`config.mk`:
```
export PLATFORM = sky130hd
export DESIGN_NAME = ipcf_framer
export DESIGN_NICKNAME = d
export VERILOG_FILES = /design/src/inc/ipcf_pkg.sv /design/src/core/ipcf_bitpacker.sv /design/src/core/ipcf_peer_table.sv /design/src/core/ipcf_framer.sv
export SDC_FILE = /design/constraint.sdc
export NUM_CORES = 1
export LEC_CHECK = 0
export ABC_AREA = 1
export BUFFER_PORTS_ARGS = -buffer_cell sky130_fd_sc_hd__buf_4
export CAP_MARGIN = 10
export CORE_MARGIN = 2
export CORE_UTILIZATION = 56
export DETAILED_ROUTE_END_ITERATION = 8
export GPL_TIMING_DRIVEN = 0
export PLACE_DENSITY = 0.79
export SKIP_CTS_REPAIR_TIMING = 1
export SYNTH_ARGS = -nofsm -noshare
export SYNTH_HDL_FRONTEND = slang
export SYNTH_SLANG_ARGS = --single-unit
```
`constraint.sdc`:
```
create_clock -name pclk -period 4 [get_ports pclk]
set_input_delay 0.6 -clock pclk [delete_from_list [all_inputs] [get_ports pclk]]
set_output_delay 0.6 -clock pclk [all_outputs]
set_load 0.02 [all_outputs]
```
`src/inc/ipcf_pkg.sv`:
```
package ipcf_pkg;
  // ****************************************
  // Message codes and field layouts
  // ****************************************
  localparam logic [7:0] MSG_MCAST_UNREG_REQ = 8'h1a;
  localparam logic [7:0] MSG_MCAST_UNREG_ACK = 8'h1b;
  localparam int ADDR_BYTES = 16;
  localparam int RESERVED_BITS = 6;
  localparam int DISPATCH_NHC_BIT = 5;
  localparam logic [1:0] HC_NONE = 2'h0;
  localparam logic [1:0] HC_NH = 2'h1;
  localparam logic [1:0] HC_STATEFUL = 2'h2;
  localparam logic [1:0] HC_BOTH = 2'h3;
  localparam int PEER_ENTRIES = 4;
  localparam int PEER_IDX_W = 2;
  // ****************************************
  // APB register map
  // ****************************************
  localparam logic [7:0] REG_CTRL = 8'h00;
  localparam logic [7:0] REG_STATUS = 8'h04;
  localparam logic [7:0] REG_CAPS = 8'h08;
  localparam logic [7:0] REG_ADDR0 = 8'h10;
  localparam logic [7:0] REG_HDR = 8'h20;
  localparam logic [7:0] REG_RXINFO = 8'h24;
  localparam logic [7:0] REG_RXADDR0 = 8'h30;
  localparam logic [7:0] REG_PEER = 8'h40;
  localparam logic [31:0] CAPS_RESET = 32'h0000_0003;
  localparam int CMD_W = 3;
  localparam logic [2:0] CMD_UNREG_REQ = 3'h1;
  localparam logic [2:0] CMD_UNREG_ACK = 3'h2;
  localparam logic [2:0] CMD_CONN_INIT = 3'h3;
  localparam logic [2:0] CMD_CONN_RESP = 3'h4;
  localparam logic [2:0] CMD_IP_HDR = 3'h5;
  typedef enum logic [1:0] {IPCF_IDLE, IPCF_SEND, IPCF_FLUSH} ipcf_tx_state_type;

  // Lower of requested and local capability, bitwise on the two schemes
  function automatic logic [1:0] ipcf_negotiate(input logic [1:0] req, input logic [1:0] caps);
    return req & caps;
  endfunction
endpackage

```
`src/core/ipcf_bitpacker.sv`:
```
`timescale 1ns/1ps
module ipcf_bitpacker
  import ipcf_pkg::*;
(
  // Clock and reset
  input wire logic pclk,
  input wire logic presetn,
  // Bit field input
  input wire logic bits_valid,
  input wire logic [7:0] bits_data,
  input wire logic [3:0] bits_count,
  input wire logic flush,
  // Byte output
  output logic byte_valid,
  output logic [7:0] byte_data,
  output logic flush_done
);
  logic [14:0] acc_reg, acc_next;
  logic [3:0] fill_reg, fill_next;
  logic byte_valid_reg, byte_valid_next;
  logic [7:0] byte_reg, byte_next;
  logic done_reg, done_next;
  logic [14:0] merged;
  logic [4:0] total;

  // ****************************************
  // MSB-first packing, no gaps between fields
  // ****************************************
  always_comb begin
    merged = acc_reg;
    total = {1'b0, fill_reg};
    if (bits_valid) begin
      merged = acc_reg | (15'({bits_data, 7'h00} >> fill_reg) & ~(15'h7fff >> (fill_reg + bits_count)));
      total = 5'(fill_reg + bits_count);
    end
    acc_next = merged;
    fill_next = total[3:0];
    byte_valid_next = 1'b0;
    byte_next = byte_reg;
    done_next = 1'b0;
    if (total >= 5'd8) begin
      byte_valid_next = 1'b1;
      byte_next = merged[14:7];
      acc_next = {merged[6:0], 8'h00};
      fill_next = 4'(total - 5'd8);
    end else if (flush && !bits_valid) begin
      if (fill_reg != 4'h0) begin
        byte_valid_next = 1'b1;
        byte_next = merged[14:7];
      end
      acc_next = 15'h0000;
      fill_next = 4'h0;
      done_next = 1'b1;
    end
  end

  always_ff @(posedge pclk or negedge presetn) begin
    if (!presetn) begin
      acc_reg <= 15'h0000;
      fill_reg <= 4'h0;
      byte_valid_reg <= 1'b0;
      byte_reg <= 8'h00;
      done_reg <= 1'b0;
    end else begin
      acc_reg <= acc_next;
      fill_reg <= fill_next;
      byte_valid_reg <= byte_valid_next;
      byte_reg <= byte_next;
      done_reg <= done_next;
    end
  end

  assign byte_valid = byte_valid_reg;
  assign byte_data = byte_reg;
  assign flush_done = done_reg;
endmodule

```
`src/core/ipcf_peer_table.sv`:
```
`timescale 1ns/1ps
module ipcf_peer_table
  import ipcf_pkg::*;
(
  // Clock and reset
  input wire logic pclk,
  input wire logic presetn,
  // Write port
  input wire logic wr_en,
  input wire logic [PEER_IDX_W-1:0] wr_idx,
  input wire logic [129:0] wr_data,
  // Read port
  input wire logic [PEER_IDX_W-1:0] rd_idx,
  output logic [129:0] rd_data
);
  logic [129:0] mem [PEER_ENTRIES];
  logic [129:0] rd_reg;

  always_ff @(posedge pclk) begin
    if (wr_en) begin
      mem[wr_idx] <= wr_data;
    end
  end

  always_ff @(posedge pclk or negedge presetn) begin
    if (!presetn) begin
      rd_reg <= '0;
    end else begin
      rd_reg <= mem[rd_idx];
    end
  end

  assign rd_data = rd_reg;
endmodule

```
`src/core/ipcf_framer.sv`:
```
// Implementation choices: the register offsets and the APB register port.
`timescale 1ns/1ps
module ipcf_framer
  import ipcf_pkg::*;
(
  // Clock and reset
  input wire logic pclk,
  input wire logic presetn,
  // APB slave
  input wire logic psel,
  input wire logic penable,
  input wire logic pwrite,
  input wire logic [7:0] paddr,
  input wire logic [31:0] pwdata,
  output logic [31:0] prdata,
  output logic pready,
  output logic pslverr,
  // Outgoing byte stream
  output logic tx_valid,
  output logic [7:0] tx_data,
  output logic tx_last,
  input wire logic tx_ready,
  // Incoming connection signalling bytes
  input wire logic rx_valid,
  input wire logic [7:0] rx_data,
  input wire logic rx_last,
  // Raw packet pass-through
  input wire logic raw_valid,
  input wire logic [7:0] raw_data,
  input wire logic raw_last
);
  ipcf_tx_state_type state_reg, state_next;
  logic [127:0] addr_reg, addr_next;
  logic [1:0] caps_reg, caps_next;
  logic [1:0] neg_reg, neg_next;
  logic [31:0] hdr_reg, hdr_next;
  logic [CMD_W-1:0] cmd_reg, cmd_next;
  logic [4:0] idx_reg, idx_next;
  logic busy_reg, busy_next;
  logic [31:0] prdata_reg, prdata_next;
  logic pready_reg, pready_next;
  logic pslverr_reg, pslverr_next;
  logic tx_valid_reg, tx_valid_next;
  logic [7:0] tx_data_reg, tx_data_next;
  logic tx_last_reg, tx_last_next;
  logic [127:0] rxaddr_reg, rxaddr_next;
  logic [1:0] rxhc_reg, rxhc_next;
  logic [4:0] rxcnt_reg, rxcnt_next;
  logic rxdone_reg, rxdone_next;
  logic [PEER_IDX_W-1:0] peer_wr_reg, peer_wr_next;
  logic [PEER_IDX_W-1:0] peer_rd_reg, peer_rd_next;
  logic tbl_wr;
  logic [129:0] tbl_rd;
  logic pk_valid;
  logic [7:0] pk_bits;
  logic [3:0] pk_count;
  logic pk_flush;
  logic pk_byte_valid;
  logic [7:0] pk_byte;
  logic pk_done;
  logic apb_wr;
  logic apb_rd;
  logic [1:0] neg_val;

  // ****************************************
  // APB slave
  // ****************************************
  assign apb_wr = psel && penable && pwrite && !pready_reg;
  assign apb_rd = psel && penable && !pwrite && !pready_reg;
  assign neg_val = ipcf_negotiate(rxhc_reg, caps_reg);

  always_comb begin
    caps_next = caps_reg;
    addr_next = addr_reg;
    hdr_next = hdr_reg;
    peer_rd_next = peer_rd_reg;
    cmd_next = cmd_reg;
    // Command stands for the whole transfer, cleared on return to idle
    if (state_reg != IPCF_IDLE && state_next == IPCF_IDLE) begin
      cmd_next = 3'h0;
    end
    prdata_next = prdata_reg;
    pready_next = 1'b0;
    pslverr_next = 1'b0;
    if (apb_wr || apb_rd) begin
      pready_next = 1'b1;
    end
    if (apb_wr) begin
      case (paddr)
        REG_CTRL: cmd_next = (busy_reg || cmd_reg != 3'h0) ? cmd_next : pwdata[CMD_W-1:0];
        REG_CAPS: caps_next = pwdata[1:0];
        REG_HDR: hdr_next = pwdata;
        REG_PEER: peer_rd_next = pwdata[PEER_IDX_W-1:0];
        REG_ADDR0, REG_ADDR0 + 8'h04, REG_ADDR0 + 8'h08, REG_ADDR0 + 8'h0c:
          addr_next[127 - 32*paddr[3:2] -: 32] = pwdata;
        default: pslverr_next = 1'b1;
      endcase
    end
    if (apb_rd) begin
      case (paddr)
        REG_CTRL: prdata_next = {29'h0, cmd_reg};
        REG_STATUS: prdata_next = {28'h0, neg_reg, rxdone_reg, busy_reg};
        REG_CAPS: prdata_next = {30'h0, caps_reg};
        REG_HDR: prdata_next = hdr_reg;
        REG_RXINFO: prdata_next = {28'h0, neg_val, rxhc_reg};
        REG_PEER: prdata_next = {28'h0, tbl_rd[129:128], peer_rd_reg};
        REG_ADDR0, REG_ADDR0 + 8'h04, REG_ADDR0 + 8'h08, REG_ADDR0 + 8'h0c:
          prdata_next = addr_reg[127 - 32*paddr[3:2] -: 32];
        REG_RXADDR0, REG_RXADDR0 + 8'h04, REG_RXADDR0 + 8'h08, REG_RXADDR0 + 8'h0c:
          prdata_next = rxaddr_reg[127 - 32*paddr[3:2] -: 32];
        default: begin
          prdata_next = 32'h0000_0000;
          pslverr_next = 1'b1;
        end
      endcase
    end
  end

  // ****************************************
  // Transmit sequencer
  // ****************************************
  always_comb begin
    state_next = state_reg;
    idx_next = idx_reg;
    busy_next = busy_reg;
    neg_next = neg_reg;
    tx_valid_next = 1'b0;
    tx_data_next = tx_data_reg;
    tx_last_next = 1'b0;
    pk_valid = 1'b0;
    pk_bits = 8'h00;
    pk_count = 4'h0;
    pk_flush = 1'b0;
    case (state_reg)
      IPCF_IDLE: begin
        idx_next = 5'h00;
        if (cmd_reg != 3'h0) begin
          state_next = IPCF_SEND;
          busy_next = 1'b1;
        end else if (raw_valid && tx_ready) begin
          tx_valid_next = 1'b1;
          tx_data_next = raw_data;
          tx_last_next = raw_last;
        end
      end
      IPCF_SEND: begin
        if (tx_ready) begin
          case (cmd_reg)
            CMD_UNREG_REQ, CMD_UNREG_ACK: begin
              tx_valid_next = 1'b1;
              if (idx_reg == 5'h00) begin
                tx_data_next = (cmd_reg == CMD_UNREG_REQ) ? MSG_MCAST_UNREG_REQ : MSG_MCAST_UNREG_ACK;
              end else begin
                tx_data_next = addr_reg[127 - 8*(idx_reg - 5'h01) -: 8];
              end
              tx_last_next = (idx_reg == 5'(ADDR_BYTES));
            end
            CMD_CONN_INIT: begin
              tx_valid_next = 1'b1;
              if (idx_reg == 5'h00) begin
                tx_data_next = {6'h00, caps_reg};
              end else begin
                tx_data_next = addr_reg[127 - 8*(idx_reg - 5'h01) -: 8];
              end
              tx_last_next = (idx_reg == 5'(ADDR_BYTES));
            end
            CMD_CONN_RESP: begin
              tx_valid_next = 1'b1;
              tx_data_next = {6'h00, neg_val};
              tx_last_next = 1'b1;
              neg_next = neg_val;
            end
            default: begin
              // Dispatch, NH flag in bit 2, inline IP bits, NH octet
              case (idx_reg)
                5'h00: begin
                  pk_valid = 1'b1;
                  pk_bits = {hdr_reg[31:27], hdr_reg[26], hdr_reg[25:24]};
                  pk_count = 4'h8;
                end
                5'h01: begin
                  pk_valid = 1'b1;
                  pk_bits = hdr_reg[23:16];
                  pk_count = 4'h8;
                end
                5'h02: begin
                  pk_valid = 1'b1;
                  pk_bits = {hdr_reg[7:0]};
                  pk_count = hdr_reg[11:8];
                end
                5'h03: begin
                  pk_valid = hdr_reg[26];
                  pk_bits = hdr_reg[15:8] & 8'hf0 | {4'h0, hdr_reg[15:12]};
                  pk_count = hdr_reg[26] ? 4'h8 : 4'h0;
                end
                default: pk_valid = 1'b0;
              endcase
              if (idx_reg == 5'h04) begin
                state_next = IPCF_FLUSH;
              end
            end
          endcase
          if (tx_last_next) begin
            state_next = IPCF_IDLE;
          end
          idx_next = 5'(idx_reg + 5'h01);
        end
        if (pk_byte_valid) begin
          tx_valid_next = 1'b1;
          tx_data_next = pk_byte;
        end
      end
      IPCF_FLUSH: begin
        pk_flush = 1'b1;
        if (pk_byte_valid) begin
          tx_valid_next = 1'b1;
          tx_data_next = pk_byte;
        end
        if (pk_done) begin
          state_next = IPCF_IDLE;
          busy_next = 1'b0;
        end
      end
      default: state_next = IPCF_IDLE;
    endcase
    if (state_reg == IPCF_SEND && state_next == IPCF_IDLE) begin
      busy_next = 1'b0;
    end
  end

  // ****************************************
  // Signalling receiver
  // ****************************************
  always_comb begin
    rxaddr_next = rxaddr_reg;
    rxhc_next = rxhc_reg;
    rxcnt_next = rxcnt_reg;
    rxdone_next = rxdone_reg;
    peer_wr_next = peer_wr_reg;
    tbl_wr = 1'b0;
    if (state_reg == IPCF_SEND && cmd_reg == CMD_CONN_RESP && tx_ready) begin
      tbl_wr = 1'b1;
      peer_wr_next = 2'(peer_wr_reg + 2'h1);
    end
    if (rx_valid) begin
      if (rxcnt_reg == 5'h00) begin
        rxhc_next = rx_data[1:0];
        rxdone_next = 1'b0;
      end else if (rxcnt_reg <= 5'(ADDR_BYTES)) begin
        rxaddr_next = {rxaddr_reg[119:0], rx_data};
      end
      rxcnt_next = rx_last ? 5'h00 : 5'(rxcnt_reg + 5'h01);
      if (rx_last) begin
        rxdone_next = 1'b1;
      end
    end
  end

  always_ff @(posedge pclk or negedge presetn) begin
    if (!presetn) begin
      state_reg <= IPCF_IDLE;
      addr_reg <= '0;
      caps_reg <= CAPS_RESET[1:0];
      neg_reg <= HC_NONE;
      hdr_reg <= 32'h0000_0000;
      cmd_reg <= 3'h0;
      idx_reg <= 5'h00;
      busy_reg <= 1'b0;
      prdata_reg <= 32'h0000_0000;
      pready_reg <= 1'b0;
      pslverr_reg <= 1'b0;
      tx_valid_reg <= 1'b0;
      tx_data_reg <= 8'h00;
      tx_last_reg <= 1'b0;
      rxaddr_reg <= '0;
      rxhc_reg <= HC_NONE;
      rxcnt_reg <= 5'h00;
      rxdone_reg <= 1'b0;
      peer_wr_reg <= '0;
      peer_rd_reg <= '0;
    end else begin
      state_reg <= state_next;
      addr_reg <= addr_next;
      caps_reg <= caps_next;
      neg_reg <= neg_next;
      hdr_reg <= hdr_next;
      cmd_reg <= cmd_next;
      idx_reg <= idx_next;
      busy_reg <= busy_next;
      prdata_reg <= prdata_next;
      pready_reg <= pready_next;
      pslverr_reg <= pslverr_next;
      tx_valid_reg <= tx_valid_next;
      tx_data_reg <= tx_data_next;
      tx_last_reg <= tx_last_next;
      rxaddr_reg <= rxaddr_next;
      rxhc_reg <= rxhc_next;
      rxcnt_reg <= rxcnt_next;
      rxdone_reg <= rxdone_next;
      peer_wr_reg <= peer_wr_next;
      peer_rd_reg <= peer_rd_next;
    end
  end

  // ****************************************
  // Submodules
  // ****************************************
  ipcf_bitpacker u_packer (
    .pclk(pclk),
    .presetn(presetn),
    .bits_valid(pk_valid),
    .bits_data(pk_bits),
    .bits_count(pk_count),
    .flush(pk_flush),
    .byte_valid(pk_byte_valid),
    .byte_data(pk_byte),
    .flush_done(pk_done)
  );

  ipcf_peer_table u_table (
    .pclk(pclk),
    .presetn(presetn),
    .wr_en(tbl_wr),
    .wr_idx(peer_wr_reg),
    .wr_data({neg_val, rxaddr_reg}),
    .rd_idx(peer_rd_reg),
    .rd_data(tbl_rd)
  );

  assign prdata = prdata_reg;
  assign pready = pready_reg;
  assign pslverr = pslverr_reg;
  assign tx_valid = tx_valid_reg;
  assign tx_data = tx_data_reg;
  assign tx_last = tx_last_reg;

  // ****************************************
  // Checks
  // ****************************************
  a_req_type: assert property (@(posedge pclk) disable iff (!presetn)
    (state_reg == IPCF_SEND && cmd_reg == CMD_UNREG_REQ && idx_reg == 5'h00 && tx_ready)
    |=> (tx_valid && tx_data == MSG_MCAST_UNREG_REQ)) else $error("unregister request type wrong");
  a_ack_type: assert property (@(posedge pclk) disable iff (!presetn)
    (state_reg == IPCF_SEND && cmd_reg == CMD_UNREG_ACK && idx_reg == 5'h00 && tx_ready)
    |=> (tx_valid && tx_data == MSG_MCAST_UNREG_ACK)) else $error("unregister ack type wrong");
  a_ack_echo: assert property (@(posedge pclk) disable iff (!presetn)
    (state_reg == IPCF_SEND && cmd_reg == CMD_UNREG_ACK && idx_reg == 5'h01 && tx_ready)
    |=> (tx_data == $past(addr_reg[127:120]))) else $error("ack address not echoed");
  a_raw_pass: assert property (@(posedge pclk) disable iff (!presetn)
    (state_reg == IPCF_IDLE && cmd_reg == 3'h0 && raw_valid && tx_ready)
    |=> (tx_valid && tx_data == $past(raw_data))) else $error("raw byte altered");
  a_resp_rsvd: assert property (@(posedge pclk) disable iff (!presetn)
    (state_reg == IPCF_SEND && cmd_reg == CMD_CONN_RESP && tx_ready)
    |=> (tx_data[7:2] == 6'h00 && tx_last)) else $error("responder data malformed");
  a_resp_le: assert property (@(posedge pclk) disable iff (!presetn)
    (state_reg == IPCF_SEND && cmd_reg == CMD_CONN_RESP && tx_ready)
    |=> (tx_data[1:0] <= $past(rxhc_reg))) else $error("responder value above request");
  a_init_rsvd: assert property (@(posedge pclk) disable iff (!presetn)
    (state_reg == IPCF_SEND && cmd_reg == CMD_CONN_INIT && idx_reg == 5'h00 && tx_ready)
    |=> (tx_data == {6'h00, $past(caps_reg)})) else $error("initiator data malformed");
  a_flush_end: assert property (@(posedge pclk) disable iff (!presetn)
    (state_reg == IPCF_FLUSH) |-> ##[0:3] (state_reg == IPCF_IDLE)) else $error("padding flush stuck");
  a_apb_one: assert property (@(posedge pclk) disable iff (!presetn)
    (psel && penable) |-> ##[0:1] pready) else $error("apb no answer");
  c_unreg: cover property (@(posedge pclk) disable iff (!presetn) tx_last && $past(cmd_reg) == CMD_UNREG_REQ);
  c_resp: cover property (@(posedge pclk) disable iff (!presetn) tbl_wr);
  c_hdr: cover property (@(posedge pclk) disable iff (!presetn) pk_done);
endmodule

```
==> results.yml <==
critical_path:
  required_ns: 4.48
  crit_path_end_kind: "flip-flop"
  crit_fanout: 20
  path_class: "flip-flop to flip-flop"
  rrSetupSlack_ns: 0.20
  ff2ff_path_depth: 19
  crit_arrival_ns: 4.28
  crit_path_start_kind: "flip-flop"
die:
  ios: 110
  row_count: 69
  fp.dieH_um: 193
  dieWidth_um: 193
  dieArea_um2: 37300
  initial_core_util: 0.566
  core-area_um2: 35400
cts:
  clockRootBuffer: "clkbuf_16"
  cts_buffers: 43
  htreeDepth: 2
  cts.sinks: 398
  clockBufferDepth: 3
  cts_tree: "built"
  path_clk_slew_ns: 0.06
  clock_latency_ns: 0.58
synthesis:
  yosysMostFrequentCell: "nand2_1"
  synth_warnings: 0
  synth_top_area_share: 0.484
  synth-edff-count: 8
  ys_seq_elements: 398
  seq_area_frac_synth: 0.499
  ys_top_cells_by_count: "520 x nand2_1, 392 x o21ai_0, 388 x dfrtp_1"
  async_flop_share: 0.980
  netlist_area_um2: 20000
  synth-main-ff-cell: "dfrtp_1"
  synth.avg_cell_area_um2: 8.02
  syn_nets: 2586
  yosys-top-cells-area: "dfrtp_1 48%, o21ai_0 9.8%, nand2_1 9.7%"
  synthCells: 2499
  synth_top_cell_by_area: "dfrtp_1"
  synthDistinctLibCells: 58
placed_design:
  dpl.hpwl_mm: 63.7
  io_buffers: 107
  place_congestion: 1.07
  numPlacedInstances: 3070
sta:
  slew_viol_final: 0
  period_needed_ns: 3.80
  rsz0062_at_grt: "false"
  hold_violations: 0
  setup_viol: 0
  fmaxAchievable_mhz: 263
  skew_ns: 0.0122
  worst_slew_pin_slew_ns: 1.26
  relSlewSlack: 0.141
  min_period_over_period: 0.950
worst_hold_path:
  hold_depth: 3
  hp-class: "input pin to flip-flop"
routing:
  drt_wl_total_mm: 83.8
  drc_errors: 0
  drt_pass1_iterations: 6
  met2_length_mm: 32.8
  wl_met3_mm: 12.9
  top_layer: "met4"
  drtIter0Drc: 3178
  wl_met1_mm: 33.2
  wl_per_cell_um: 26.5
  drtAntennaViolNets: 0
  vias_per_cell: 6.38
  dr_total_vias: 20134
power_and_ir_drop:
  power_leakage_nw: 10.7
  power_mw: 11.7
  cellPowerDensity_nw_per_um2: 509
  ir_drop_mv: 0.675
run_status:
  status: "finished clean"
cells_and_area:
  layout.nets: 2746
  stdcell_count: 3156
  syn_to_final_growth_pct: 15.0
  drive_gt1_frac: 0.0999
grt:
  antenna_found_initial: 2
  grt_max_degree: 125
  grt_pass1_wl_mm: 121
  gr-total-overflow: 0
  track_usage: 0.455
  grt_pass1_vias: 18805
flow_run:
  max_cap_violations: 0
-- worst max-delay path: stages, from the launching register on --
cell	delay, ns
dfrtp_1	0.40
buf_2	0.23
clkinv_8	0.14
ha_1	0.15
buf_2	0.26
nand3_4	0.19
nand2_2	0.10
nor2_1	0.06
nor2_4	0.20
buf_6	0.18
a21boi_0	0.24
ha_1	0.27
inv_1	0.15
xor2_4	0.22
nor2_4	0.08
a21oi_4	0.13
nand2_4	0.11
nor2_4	0.26
inv_2	0.12
a21oi_1	0.20
-- where the power goes --
group	switching, mW	internal [mW]
Clock	1.74	2.39
Sequential	0.731	4.74
Combinational	1.48	0.650
-- cells by family (layout without fill, tap and decap cells) --
kind of cell / after synthesis / after routing / synth area share
simple gates: 902 / 902 / 0.190
flops: 398 / 398 / 0.499
buf+inv: 410 / 604 / 0.0793
compound gates: 747 / 747 / 0.206
other cells: 0 / 2 / 0
mux: 14 / 14 / 0.00787
fa+ha+maj: 21 / 21 / 0.0135
xor+xnor: 7 / 7 / 0.00381
-- routing by layer --
metal / vias to the layer above / global-route usage
met5: - / 0
met4: 0 / 0.225
met3: 274 / 0.157
met2: 1472 / 0.608
met1: 9711 / 0.653
li1: 8677 / -
-- cell usage in the layout (no fill, tap or decap), types with 24 or more instances in the layout --
master | synthesis | final
o22ai_1 | 35 | 35
clkbuf_1 | 114 | 120
dfrtp_1 | 388 | 388
o211ai_1 | 46 | 46
buf_4 | 1 | 112
nand3_1 | 132 | 132
inv_1 | 258 | 258
a21oi_1 | 200 | 200
clkbuf_16 | 0 | 45
nor2_1 | 184 | 183
nand2_1 | 520 | 520
o21ai_0 | 392 | 392
nand4_1 | 24 | 24
-- path summary, 6_finish.rpt --
kind                            startpoint                   to
worst max-delay path            idx_reg[0]  u_packer.acc_reg[0]
worst min-delay path              raw_last              tx_last
worst max register to register  idx_reg[0]  u_packer.acc_reg[0]
worst min register to register      pready               pready
max in group asynchronous          presetn           cmd_reg[0]
min in group asynchronous          presetn      rxaddr_reg[111]
-- cell type report --
class / instances / area [µm²]
sequential: 398 / 10000
timing repair buffer: 116 / 941
antenna: 2 / 5.00
fill: 3070 / 12400
tap: 461 / 577
inverter: 271 / 1030
buffer: 138 / 567
clock inverter: 16 / 141
clock buffer: 63 / 1300
multi-input combinational: 1691 / 8470
-- metrics by stage --
step | TNS (ns) | cell area [µm²] | utilization | hold slack [ns] | worst slack [ns]
after floorplan | 0 | 20000 | - | 0.304 | 0.321
after global placement | -533.85 | 21400 | 0.605 | 0.458 | -1.40
after detailed placement | -14.21 | 21500 | 0.608 | 0.455 | -0.612
after CTS | -14.54 | 23000 | 0.649 | -0.0447 | -0.652
after global routing | 0 | 23000 | 0.651 | 0.275 | 0.0286
final | 0 | 23000 | 0.651 | 0.255 | 0.201
No activity file was read; power rests on OpenSTA's default activity.
